==> src/pwm_host_pkg.sv <==
// Function
// - Select polarity before pins become outputs; never change it while driving.
// - Enable module and let one full PWM cycle pass before pins drive.
// - First set all PWM pins to input, then load the period register.
// - Pick output configuration with the two top mode bits.
// - Load duty low byte plus control bits 5:4 for the duty.
// - For half-bridge, load deadband_count into delay bits 6:0.
// - Clear status, configure source, then wait until no shutdown condition.
// - Program source and pair states, then set status so outputs start held.
// - For auto restart, set restart_enable, delay bit 7, during setup.
// - Clear timer flag, load prescale bits 1:0, then set timer_on bit 2.
// - Wait timer flag, make pins outputs, then clear status to start modulation.
package pwm_host_pkg;

	// ********************************************************************
	// Device register indices (device side port)
	// ********************************************************************
	localparam logic [2:0] DEV_TIMER_COUNT   = 3'h0;
	localparam logic [2:0] DEV_TIMER_CONTROL = 3'h1;
	localparam logic [2:0] DEV_TIMER_PERIOD  = 3'h2;
	localparam logic [2:0] DEV_DUTY_LOW      = 3'h3;
	localparam logic [2:0] DEV_DUTY_HIGH     = 3'h4;
	localparam logic [2:0] DEV_MODE_CONTROL  = 3'h5;
	localparam logic [2:0] DEV_SHUTDOWN_CTRL = 3'h6;
	localparam logic [2:0] DEV_DEADBAND_RST  = 3'h7;

	// ********************************************************************
	// Device field positions
	// ********************************************************************
	localparam int        RESTART_BIT      = 7;
	localparam int        STATUS_BIT       = 7;
	localparam int        TIMER_ON_BIT     = 2;
	localparam logic [1:0] PWM_MODE_HI     = 2'h3;
	localparam logic [7:0] BYTE_ZERO       = 8'h00;

	// ********************************************************************
	// Own Wishbone register map, byte addresses
	// ********************************************************************
	localparam logic [3:0] ADR_CTRL   = 4'h0;
	localparam logic [3:0] ADR_CFG0   = 4'h4;
	localparam logic [3:0] ADR_CFG1   = 4'h8;
	localparam logic [3:0] ADR_STATUS = 4'hc;
	localparam int         CTRL_START = 0;
	localparam int         CTRL_STOP  = 1;
	localparam logic [31:0] WORD_ZERO = 32'h0000_0000;

	// Setup words as software sees them
	typedef struct packed {
		logic       unused;      // 31
		logic       restart;     // 30
		logic [6:0] deadband;    // 29:23
		logic       half_bridge; // 22
		logic [1:0] duty_bits;   // 21:20
		logic [1:0] polarity;    // 19:18
		logic [1:0] out_config;  // 17:16
		logic [7:0] duty_low;    // 15:8
		logic [7:0] period;      // 7:0
	} cfg0_t;

	typedef struct packed {
		logic [21:0] unused;     // 31:10
		logic        use_as;     // 9
		logic [1:0]  prescale;   // 8:7
		logic [1:0]  bd_state;   // 6:5
		logic [1:0]  ac_state;   // 4:3
		logic [2:0]  source;     // 2:0
	} cfg1_t;

	// One write to the device register port
	typedef struct packed {
		logic       we;
		logic [2:0] addr;
		logic [7:0] data;
	} dev_wr_t;

	// Gray coded along the setup path with use_as set
	typedef enum logic [4:0] {
		S_IDLE      = 5'h00,
		S_TRIS_IN   = 5'h01,
		S_PERIOD    = 5'h03,
		S_MODE      = 5'h02,
		S_DUTY      = 5'h06,
		S_AS_CLEAR  = 5'h07,
		S_AS_SRC    = 5'h05,
		S_AS_WAIT   = 5'h04,
		S_DEADBAND  = 5'h0c,
		S_AS_LOAD   = 5'h0d,
		S_RESTART   = 5'h0f,
		S_TMR_CLR   = 5'h0e,
		S_TMR_PRE   = 5'h0a,
		S_TMR_ON    = 5'h0b,
		S_WAIT_FLAG = 5'h09,
		S_TRIS_OUT  = 5'h08,
		S_RUN       = 5'h18,
		S_DONE      = 5'h19
	} state_t;

endpackage : pwm_host_pkg

==> src/pwm_host.sv <==
// Added by the designer: the Wishbone register port and the address map.
`timescale 1ns/100ps
module pwm_host #(
	parameter int ADR_W = 4
) (
	input  wire logic               clk_i,
	input  wire logic               rst_i,
	input  wire logic               cyc_i,
	input  wire logic               stb_i,
	input  wire logic               we_i,
	input  wire logic [ADR_W-1:0]   adr_i,
	input  wire logic [3:0]         sel_i,
	input  wire logic [31:0]        dat_i,
	output logic      [31:0]        dat_o,
	output logic                    ack_o,
	output logic                    dev_we_o,
	output logic      [2:0]         dev_addr_o,
	output logic      [7:0]         dev_data_o,
	output logic                    timer_flag_clr_o,
	input  wire logic               timer_flag_i,
	input  wire logic               shutdown_active_i,
	output logic      [3:0]         pin_output_en_o
);

	// ********************************************************************
	// State
	// ********************************************************************
	typedef struct packed {
		pwm_host_pkg::state_t  st;
		pwm_host_pkg::cfg0_t   cfg0;
		pwm_host_pkg::cfg1_t   cfg1;
		pwm_host_pkg::dev_wr_t dev;
		logic                  flag_clr;
		logic [3:0]            pin_oe;
		logic                  done;
		logic                  ack;
		logic [31:0]           dat;
	} host_t;

	host_t q, d;

	// Byte lane merge for register writes
	function automatic logic [31:0] merge(input logic [31:0] old,
		input logic [31:0] wr, input logic [3:0] sel);
		logic [31:0] r;
		r = old;
		for (int i = 0; i < 4; i++) begin
			if (sel[i]) begin
				r[i*8 +: 8] = wr[i*8 +: 8];
			end
		end
		return r;
	endfunction : merge

	// One device register write
	function automatic pwm_host_pkg::dev_wr_t wr(input logic [2:0] a,
		input logic [7:0] v);
		pwm_host_pkg::dev_wr_t w;
		w.we   = 1'b1;
		w.addr = a;
		w.data = v;
		return w;
	endfunction : wr

	logic       req;
	logic [7:0] mode_byte;
	logic [7:0] as_byte;
	logic [7:0] del_byte;

	// Byte images built from the setup words
	always_comb begin
		mode_byte = {q.cfg0.out_config, q.cfg0.duty_bits,
			pwm_host_pkg::PWM_MODE_HI, q.cfg0.polarity};
		as_byte = {1'b0, q.cfg1.source, q.cfg1.ac_state,
			q.cfg1.bd_state};
		del_byte = {1'b0, q.cfg0.deadband};
	end

	// New request only when no answer is pending
	assign req = cyc_i && stb_i && !q.ack;

	// ********************************************************************
	// Bus slave and setup sequencer
	// ********************************************************************
	always_comb begin
		d          = q;
		d.dev.we   = 1'b0;
		d.flag_clr = 1'b0;
		d.ack      = req;
		if (req && !we_i) begin
			case (adr_i)
				pwm_host_pkg::ADR_CTRL: begin
					d.dat = {30'h0000_0000,
						q.done, q.st != pwm_host_pkg::S_IDLE};
				end
				pwm_host_pkg::ADR_CFG0: begin
					d.dat = q.cfg0;
				end
				pwm_host_pkg::ADR_CFG1: begin
					d.dat = q.cfg1;
				end
				pwm_host_pkg::ADR_STATUS: begin
					d.dat = {23'h00_0000, q.pin_oe, q.st};
				end
				default: begin
					d.dat = pwm_host_pkg::WORD_ZERO;
				end
			endcase
		end
		// Setup words frozen while a sequence runs, so polarity cannot
		// move under driving pins
		if (req && we_i && q.st == pwm_host_pkg::S_IDLE) begin
			if (adr_i == pwm_host_pkg::ADR_CFG0) begin
				d.cfg0 = merge(q.cfg0, dat_i, sel_i);
			end
			if (adr_i == pwm_host_pkg::ADR_CFG1) begin
				d.cfg1 = merge(q.cfg1, dat_i, sel_i);
			end
		end
		case (q.st)
			pwm_host_pkg::S_IDLE: begin
				if (req && we_i && adr_i == pwm_host_pkg::ADR_CTRL
						&& sel_i[0] && dat_i[pwm_host_pkg::CTRL_START]) begin
					d.done = 1'b0;
					d.st   = pwm_host_pkg::S_TRIS_IN;
				end
			end
			pwm_host_pkg::S_TRIS_IN: begin
				d.pin_oe = 4'h0;
				d.st     = pwm_host_pkg::S_PERIOD;
			end
			pwm_host_pkg::S_PERIOD: begin
				d.dev = wr(pwm_host_pkg::DEV_TIMER_PERIOD,
					q.cfg0.period);
				d.st  = pwm_host_pkg::S_MODE;
			end
			pwm_host_pkg::S_MODE: begin
				d.dev = wr(pwm_host_pkg::DEV_MODE_CONTROL,
					mode_byte);
				d.st  = pwm_host_pkg::S_DUTY;
			end
			pwm_host_pkg::S_DUTY: begin
				d.dev = wr(pwm_host_pkg::DEV_DUTY_LOW,
					q.cfg0.duty_low);
				d.st  = q.cfg1.use_as ? pwm_host_pkg::S_AS_CLEAR
					: pwm_host_pkg::S_DEADBAND;
			end
			pwm_host_pkg::S_AS_CLEAR: begin
				d.dev = wr(pwm_host_pkg::DEV_SHUTDOWN_CTRL,
					pwm_host_pkg::BYTE_ZERO);
				d.st  = pwm_host_pkg::S_AS_SRC;
			end
			pwm_host_pkg::S_AS_SRC: begin
				d.dev = wr(pwm_host_pkg::DEV_SHUTDOWN_CTRL,
					as_byte);
				d.st  = pwm_host_pkg::S_AS_WAIT;
			end
			pwm_host_pkg::S_AS_WAIT: begin
				// Waits for a run condition; no timeout by design. The
				// source write is still in flight on the first cycle, so
				// the device cannot report its cause until it lands
				if (!q.dev.we && !shutdown_active_i) begin
					d.st = pwm_host_pkg::S_DEADBAND;
				end
			end
			pwm_host_pkg::S_DEADBAND: begin
				if (q.cfg0.half_bridge) begin
					d.dev = wr(pwm_host_pkg::DEV_DEADBAND_RST,
						del_byte);
				end
				d.st = q.cfg1.use_as ? pwm_host_pkg::S_AS_LOAD
					: pwm_host_pkg::S_RESTART;
			end
			pwm_host_pkg::S_AS_LOAD: begin
				d.dev = wr(pwm_host_pkg::DEV_SHUTDOWN_CTRL, as_byte);
				d.dev.data[pwm_host_pkg::STATUS_BIT] = 1'b1;
				d.st  = pwm_host_pkg::S_RESTART;
			end
			pwm_host_pkg::S_RESTART: begin
				if (q.cfg0.restart) begin
					d.dev = wr(pwm_host_pkg::DEV_DEADBAND_RST, del_byte);
					d.dev.data[pwm_host_pkg::RESTART_BIT] = 1'b1;
				end
				d.st = pwm_host_pkg::S_TMR_CLR;
			end
			pwm_host_pkg::S_TMR_CLR: begin
				d.flag_clr = 1'b1;
				d.st       = pwm_host_pkg::S_TMR_PRE;
			end
			pwm_host_pkg::S_TMR_PRE: begin
				d.dev = wr(pwm_host_pkg::DEV_TIMER_CONTROL,
					{6'h00, q.cfg1.prescale});
				d.st  = pwm_host_pkg::S_TMR_ON;
			end
			pwm_host_pkg::S_TMR_ON: begin
				d.dev = wr(pwm_host_pkg::DEV_TIMER_CONTROL,
					{6'h00, q.cfg1.prescale});
				d.dev.data[pwm_host_pkg::TIMER_ON_BIT] = 1'b1;
				d.st  = pwm_host_pkg::S_WAIT_FLAG;
			end
			pwm_host_pkg::S_WAIT_FLAG: begin
				// Flag cleared two cycles before the timer-on write, so a set
				// flag means a fresh overflow
				if (timer_flag_i) begin
					d.st = pwm_host_pkg::S_TRIS_OUT;
				end
			end
			pwm_host_pkg::S_TRIS_OUT: begin
				d.pin_oe = 4'hf;
				d.st     = pwm_host_pkg::S_RUN;
			end
			pwm_host_pkg::S_RUN: begin
				d.dev = wr(pwm_host_pkg::DEV_SHUTDOWN_CTRL,
					as_byte);
				d.st  = pwm_host_pkg::S_DONE;
			end
			pwm_host_pkg::S_DONE: begin
				d.done = 1'b1;
				d.st   = pwm_host_pkg::S_IDLE;
			end
			default: begin
				d.st = pwm_host_pkg::S_IDLE;
			end
		endcase
		// Stop releases the pins first; the bridge's pulls hold it safe
		if (req && we_i && adr_i == pwm_host_pkg::ADR_CTRL && sel_i[0]
				&& dat_i[pwm_host_pkg::CTRL_STOP]) begin
			d.pin_oe = 4'h0;
			d.st     = pwm_host_pkg::S_IDLE;
		end
	end

	// Register the whole state
	always_ff @(posedge clk_i) begin
		if (rst_i) begin
			q <= '0;
		end else begin
			q <= d;
		end
	end

	assign ack_o            = q.ack;
	assign dat_o            = q.dat;
	assign dev_we_o         = q.dev.we;
	assign dev_addr_o       = q.dev.addr;
	assign dev_data_o       = q.dev.data;
	assign timer_flag_clr_o = q.flag_clr;
	assign pin_output_en_o  = q.pin_oe;

endmodule : pwm_host

==> config.mk <==
export PLATFORM = sky130hd
export DESIGN_NAME = pwm_host
export DESIGN_NICKNAME = d
export VERILOG_FILES = /design/src/pwm_host_pkg.sv /design/src/pwm_host.sv
export SDC_FILE = /design/constraint.sdc
export NUM_CORES = 1
export LEC_CHECK = 0
export ABC_AREA = 1
export BUFFER_PORTS_ARGS = -buffer_cell sky130_fd_sc_hd__buf_4
export CAP_MARGIN = 20
export CELL_PAD_IN_SITES_DETAIL_PLACEMENT = 1
export CELL_PAD_IN_SITES_GLOBAL_PLACEMENT = 1
export CORE_AREA = 5 5 146 176
export CTS_BUF_LIST = sky130_fd_sc_hd__clkbuf_8
export DETAILED_ROUTE_END_ITERATION = 10
export DIE_AREA = 0 0 151 181
export PLACE_DENSITY = 0.57
export SLEW_MARGIN = 20
export SYNTH_ARGS = -nofsm -noshare
export SYNTH_HDL_FRONTEND = slang
export SYNTH_SLANG_ARGS = --single-unit
==> constraint.sdc <==
create_clock -name clk_i -period 4.6 [get_ports clk_i]
set_input_delay 0 -clock clk_i [delete_from_list [all_inputs] [get_ports clk_i]]
set_output_delay 0 -clock clk_i [all_outputs]
set_load 0.1 [all_outputs]
# Word-level counts from Yosys, hierarchy flattened
# Index checks and enable logic that the tools add are counted.
# op_classes
eq_ne	25
reduce_logical	33
mux	14
# ops
cell	n
$pmux W32 S4	1
$pmux W12 S10	1
$pmux W5 S17	1
$eq A5 B4 Y1 const B	8
$reduce_and A3 Y1	10
$mux W12	2
$eq A5 B3 Y1 const B	4
$mux W5	3
$eq A5 B2 Y1 const B	2
$eq A5 B5 Y1 const B	2
$logic_and A1 B1 Y1	10
$reduce_bool A10 Y1	1
$eq A4 B4 Y1 const B	2
$ne A2 B2 Y1 const B	4
$pmux W4 S2	1
$eq A5 B1 Y1 const B	1
$logic_not A5 Y1	1
$reduce_bool A5 Y1	1
$eq A4 B3 Y1 const B	1
$logic_not A1 Y1	4
$logic_not A4 Y1	1
$mux W4	1
$reduce_bool A2 Y1	2
$reduce_or A2 Y1	2
5 further kinds	6
# word_totals
out_inout_bits	50
inputBits	47
elab_cells	100
reg_bits	120

# Logic depth before layout (Yosys ltp)
# Gate-level depths: netlist (run 1).
# logic_depth
word_depth	8
ltp_mapped	11
depth_no_buf	10

# Worst setup path after synthesis (run 1)
# Ideal clock, no wire load.
# synth_timing
path_kind	flip-flop to flip-flop
start	register q, in the netlist ack_o
end	register q, in the netlist del_byte[0]
n_path_buf	1
stages_incl_launch_ff	7
slack_ns	2.577
arrival_ns	1.910
synth_period_minus_slack_ns	2.023
path_cell_list	dfxtp_1 nand3b_1 nor3_4 nand3_1 buf_4 nor2_1 nor2_1
# synth_between
elab_chain_len	5
# synth_lines
item	line_no	source
start: declaration	pwm_host.sv:40	host_t q, d;
start signal: assignment	pwm_host.sv:236	q <= '0;
start signal: assignment	pwm_host.sv:238	q <= d;
$logic_not A1 Y1	pwm_host.sv:80	assign req = cyc_i && stb_i && !q.ack;
$logic_and A1 B1 Y1	pwm_host.sv:80	
$logic_and A1 B1 Y1 (2 in series)	pwm_host.sv:112	if (req && we_i && q.st == pwm_host_pkg::S_IDLE) begin
$reduce_and A3 Y1 (no line)	n/a	
# Every way passes these cells.
# A chain may end at the register's enable or synchronous reset.

# Worst setup path in the final report (run 1)
# layout_timing
start	register q[115] (netlist name)
end	register q[72] (netlist name)
# layout_between
elab_chain_len	3
# layout_lines
item	line_no
$logic_not A5 Y1	pwm_host.sv:112
$logic_and A1 B1 Y1	pwm_host.sv:112
$reduce_and A3 Y1 (no line)	n/a
# Every way passes these cells.

==> results of run 1 <==
==> worst reg2reg max path, delay by kind of cell (launching register included) <==
family        cells  cell delay, ns
flops             1            0.38
simple gates      7            2.08
==> through the flow <==
stage | std cells | cell area (sq um) | setup WS (ns) | power [W]
2_1_floorplan | 904 | 5820 | 2.58 | 0.00178
3_3_place_gp | 1241 | 6430 | 2.13 | 0.00194
3_5_place_dp | 1241 | 6430 | 2.07 | 0.00194
4_1_cts | 1308 | 7190 | 2.05 | 0.00297
5_1_grt | 1308 | 7190 | 1.83 | 0.00308
6_report | 1308 | 7190 | 2.08 | 0.00293
==> cell type report <==
class / count / area, sq um / area share
Clock buffer: 19 / 262 / 0.0364
Clock inverter: 12 / 136 / 0.0190
Inverter: 85 / 319 / 0.0444
Multi-Input combinational cell: 619 / 2620 / 0.365
Sequential cell: 117 / 2340 / 0.326
Tap cell: 320 / 400 / 0.0557
Timing Repair Buffer: 136 / 1110 / 0.154
==> state kept, by name, indices dropped and copies added (netlist names) <==
| signal | cells |
|---|---|
| pin_output_en_o | 1 |
| q | 50 |
| del_byte | 7 |
| dat_o | 32 |
| dev_addr_o | 3 |
| timer_flag_clr_o | 1 |
| mode_byte | 6 |
| dev_data_o | 8 |
| as_byte | 7 |
| ack_o | 1 |
| dev_we_o | 1 |
==> synthesized netlist by cell type, drive strengths merged <==
cell	n
nor4	1
and3	1
clkbuf	15
nand2	277
nand3	41
nand4	7
o22ai	25
dfxtp	117
nor2	191
o221ai	6
a21oi	45
o21ai	11
clkinv	1
buf	68
a31oi	1
nand3b	12
inv	84
nor3	1
==> cell families (layout without fill, tap and decap cells) <==
family,after synthesis,count (layout),share of synthesized area
buffers and inverters,168,252,0.148
AO/OA/AOI/OAI,88,88,0.0851
flip-flops,117,117,0.402
AND/OR/NAND/NOR,531,531,0.365
==> worst paths after layout <==
check | slack (ns) | from | endpoint | cells after the start
min | 0.04 | rst_i | dat_o[18] | 2
max reg2reg | 2.08 | q[115] | q[72] | 7
max | 2.08 | q[115] | q[72] | 7
min reg2reg | 0.47 | dat_o[24] | dat_o[24] | 2
==> report_power, final <==
group	internal (W)	switching, W
combinational	0.000205	0.000615
sequential	0.00107	0.0000461
clock	0.000554	0.000440
==> per-layer routing <==
metal  part of all wire  track usage
met5                  0            0
met3              0.033       0.0263
met4              0.022       0.0515
met1               0.44        0.184
met2               0.51        0.267
==> repair_timing <==
item,4_1_cts,5_1_grt
endpoints found under the hold margin,67,0
hold buffers,36,0
setup endpoints to repair,0,0
==> results.cfg, run 1 <==
[outcome]
status = complete, no violations

[job]
drv_cap = 0

[place]
dp_hpwl_mm = 14.9
portBuffers = 96
gp_congestion = 0.876

[setup_path]
path_delay_family = simple AND/OR/NAND/NOR gates
worstPathMaxFanout = 16
cp.buffers_inverters = 0
worstPathArrival_ns = 2.90
end_kind = flip-flop
max_stage_delay_ns = 0.59
crit_chain = nor2_1, nand2_1, nor3_4, nand3_1, nand2_1, nand2_1, nor2_1
critical_path_class = reg2reg
crit_path_start_kind = flip-flop
crit_top_cell = nand2_1
slowest_stage = nand3_1
critPathRequiredTime_ns = 4.98

[clock_tree]
ctsLongestPathBuffers = 2
clk_pin_slew_worst_paths_ns = 0.08
cts_root_buf = clkbuf_8
cts_buffers = 17
cts_setup_buffers = 0
cts_resized = 0
clock_latency_ns = 0.44
clock-sinks = 117
cts.htree.levels = 4
tritoncts = built

[timing]
fmaxAchievable_mhz = 396
rsz0062_at_grt = no
clock-skew-final_ns = 0.0116
timing.hold.ws_ns = 0.0370
setup_violations = 0
finalHoldViolCount = 0
min_period_ns = 2.52
period_share = 0.549
fin_setup_tns_ns = 0
worst_pin_slew_ns = 0.852
slew_headroom = 0.431
drv_slew = 0

[floorplanning]
initial_core_util = 0.245
die_height_um = 181
io_pins = 97
die_area_sq_mm = 0.0273
core_sq_mm = 0.0237
std_cell_rows = 62
die_x_um = 151

[synthesis]
synth_nets = 951
yosysUniqueCellTypes = 22
synth_cells = 904
synth_area_leaders = dfxtp_1, nand2_1, nor2_1, buf_4, inv_1
synthDominantCellAreaShare = 0.402
synth.avg_cell_area_sq_um = 6.44
synth-seq-area-share = 0.402
yosysTopAreaCell = dfxtp_1
yosysWarnings = 0
syn-cell-area_sq_mm = 0.00582
ys_seq_elements = 117

[cells_and_area]
final_common_cell = nand2_1
area_growth_pct = 23.6
final_nets = 1023
layout_common_cells = nand2_1, nor2_1, dfxtp_1, buf_4, inv_1
fillCellCount = 3075
drive_gt1_frac = 0.135
antenna_cells = 0
utilization = 0.303

[power_and_ir_drop]
p_leak_nw = 3.46
vdd_drop_max_mv = 0.150
power_density_mw_per_mm2 = 407

[detailed_routing]
drt_wl_total_mm = 20.4
dr.pass1.iters = 5
antenna_left = 0
drc = 0
drtIter0Drc = 254
vias_per_cell = 4.41
num_vias = 5767
wl_per_cell_um = 15.6

[grt]
grtUsageTotal = 0.152
grt_pass1_vias = 6008
grt_pass1_wl_mm = 32.4
grt_max_degree = 46
antenna_found_initial = 0
grt_overflow_total = 0

[worst_hold_path]
hold_path.class = in2reg
No activity file was read; power rests on OpenSTA's default activity.
==> run 2, diff against run 1 <==
clock period = 2.54 ns   (was 4.6 ns; I/O delays follow)
==> run 2 against run 1 <==
Critical path depth up 3. Sequential power increased by 82%. Non-clock buffer count up 21. Sequential share of layout area shrank 0.75 points. Maximum frequency is 12% higher. Register-to-register slack got worse by 1.8 ns. Clock skew increased by 0.0023 ns. Setup slack worse by 1.8 ns. Sequential cell count unchanged. Clock power increased by 77%. Largest power group unchanged. Highest routed layer unchanged.
==> results.cfg, run 2 (same netlist as run 1, synthesis figures left out) <==
[detailed_routing]
drtIter0Drc = 301
wl_per_cell_um = 15.5
drt_wl_total_mm = 20.6
dr.pass1.iters = 4
num_vias = 5827
antenna_left = 0
drc = 0
vias_per_cell = 4.38

[clock_tree]
cts_resized = 0
tritoncts = built
cts_buffers = 17
cts_root_buf = clkbuf_8
cts.htree.levels = 4
clock_latency_ns = 0.44
cts_setup_buffers = 0
clk_pin_slew_worst_paths_ns = 0.08
ctsLongestPathBuffers = 2
clock-sinks = 117

[place]
portBuffers = 96
gp_congestion = 0.913
placed_cell_area_sq_mm = 0.00661
dp_cells = 1262
dp_hpwl_mm = 15.0

[timing]
slew_headroom = 0.442
drv_slew = 0
rsz0062_at_grt = no
finalHoldViolCount = 0
timing.hold.ws_ns = 0.0417
fin_setup_tns_ns = 0
setup_violations = 0
worst_pin_slew_ns = 0.836
fmaxAchievable_mhz = 444
clock-skew-final_ns = 0.0139
period_share = 0.887
min_period_ns = 2.25

[grt]
grt_pass1_wl_mm = 32.8
grt_pass1_vias = 6029
antenna_found_initial = 0
grtUsageTotal = 0.154
grt_overflow_total = 0
grt_max_degree = 50

[cells_and_area]
area_growth_pct = 26.5
final_cell_area_sq_mm = 0.00736
final_nets = 1044
largest_reg_flops = 50
final_cells = 1330
antenna_cells = 0
layout_common_cells = nand2_1, nor2_1, buf_4, dfxtp_1, inv_1
multi_input_area_sq_mm = 0.00262
fillCellCount = 3065
regArea_sq_mm = 0.00234
largest-register = q
drive_gt1_frac = 0.151
final_common_cell = nand2_1

[floorplanning]
initial_core_util = 0.245
std_cell_rows = 62
die_x_um = 151
core_sq_mm = 0.0237
die_area_sq_mm = 0.0273
io_pins = 97
die_height_um = 181

[setup_path]
crit_path_start_kind = flip-flop
critPathRequiredTime_ns = 2.91
worstPathArrival_ns = 2.63
worstPathMaxFanout = 11
critical_path_class = reg2reg
rr_worst_depth = 10
end_kind = flip-flop

[power_and_ir_drop]
p_total_w = 0.00529
p_leak_nw = 3.55
power_density_mw_per_mm2 = 718
vdd_drop_max_mv = 0.279

[worst_hold_path]
hold_path.class = in2reg
hold_depth = 6

[outcome]
status = complete, no violations

[job]
drv_cap = 0
==> run 2: changes by cell type in the layout (fill, tap and decap cells not counted), sizes merged <==
cell / before / now
buf: 100 / 121
clkinv: 7 / 4
clkinvlp: 0 / 3
clkbuf: 19 / 21
bufinv: 3 / 2
==> run 2: critical path: stages, from the launching register on <==
cell and delay [ns]:
dfxtp_1 0.46, inv_1 0.14, nand2_1 0.11, nor2_1 0.06, nand2_1 0.10, nand3_1 0.09
nor2_1 0.62, nand2_1 0.22, clkinv_1 0.22, nor2_1 0.07, nor2_1 0.09
==> run 2: final timing paths <==
path | end | start | slack (ns)
setup / recovery | dev_data_o[1] | q[118] | 0.29
hold / removal | q[118] | shutdown_active_i | 0.04
hold reg to reg | dat_o[26] | dat_o[26] | 0.47
setup reg to reg | dev_data_o[1] | q[118] | 0.29
==> run 2: stage by stage <==
step / util / setup WS, ns
6_report: 0.310 / 0.287
5_1_grt: 0.310 / 0.0595
4_1_cts: 0.310 / 0.278
3_5_place_dp: 0.278 / 0.309
3_3_place_gp: 0.278 / 0.395
2_1_floorplan: - / 0.517
==> run 2: report_power, final <==
part,total (W),internal [W],switching (W)
registers,0.00202,0.00194,0.0000818
clock network,0.00176,0.000960,0.000796
logic,0.00151,0.000395,0.00112
total,0.00529,0.00329,0.00199
==> run 2: repair_timing <==
item / CTS / global route
hold buffers: 36 / 0
setup endpoints to repair: 0 / 0
endpoints found under the hold margin: 67 / 0
==> run 2: per-layer routing <==
metal  GRT usage  vias to the layer above  wire length [um]
met1       0.190                     2764              9130
li1            -                     2947                 -
met5           0                        -                 0
met2       0.270                       88             10400
met4      0.0508                        0               442
met3      0.0263                       28               627
==> run 2: area by class of cell <==
type	count	share of cell area
tap	320	0.0544
multi-input combinational	619	0.356
timing repair buffer	157	0.174
inverter	85	0.0433
clock buffer	21	0.0393
clock inverter	11	0.0148
sequential	117	0.318
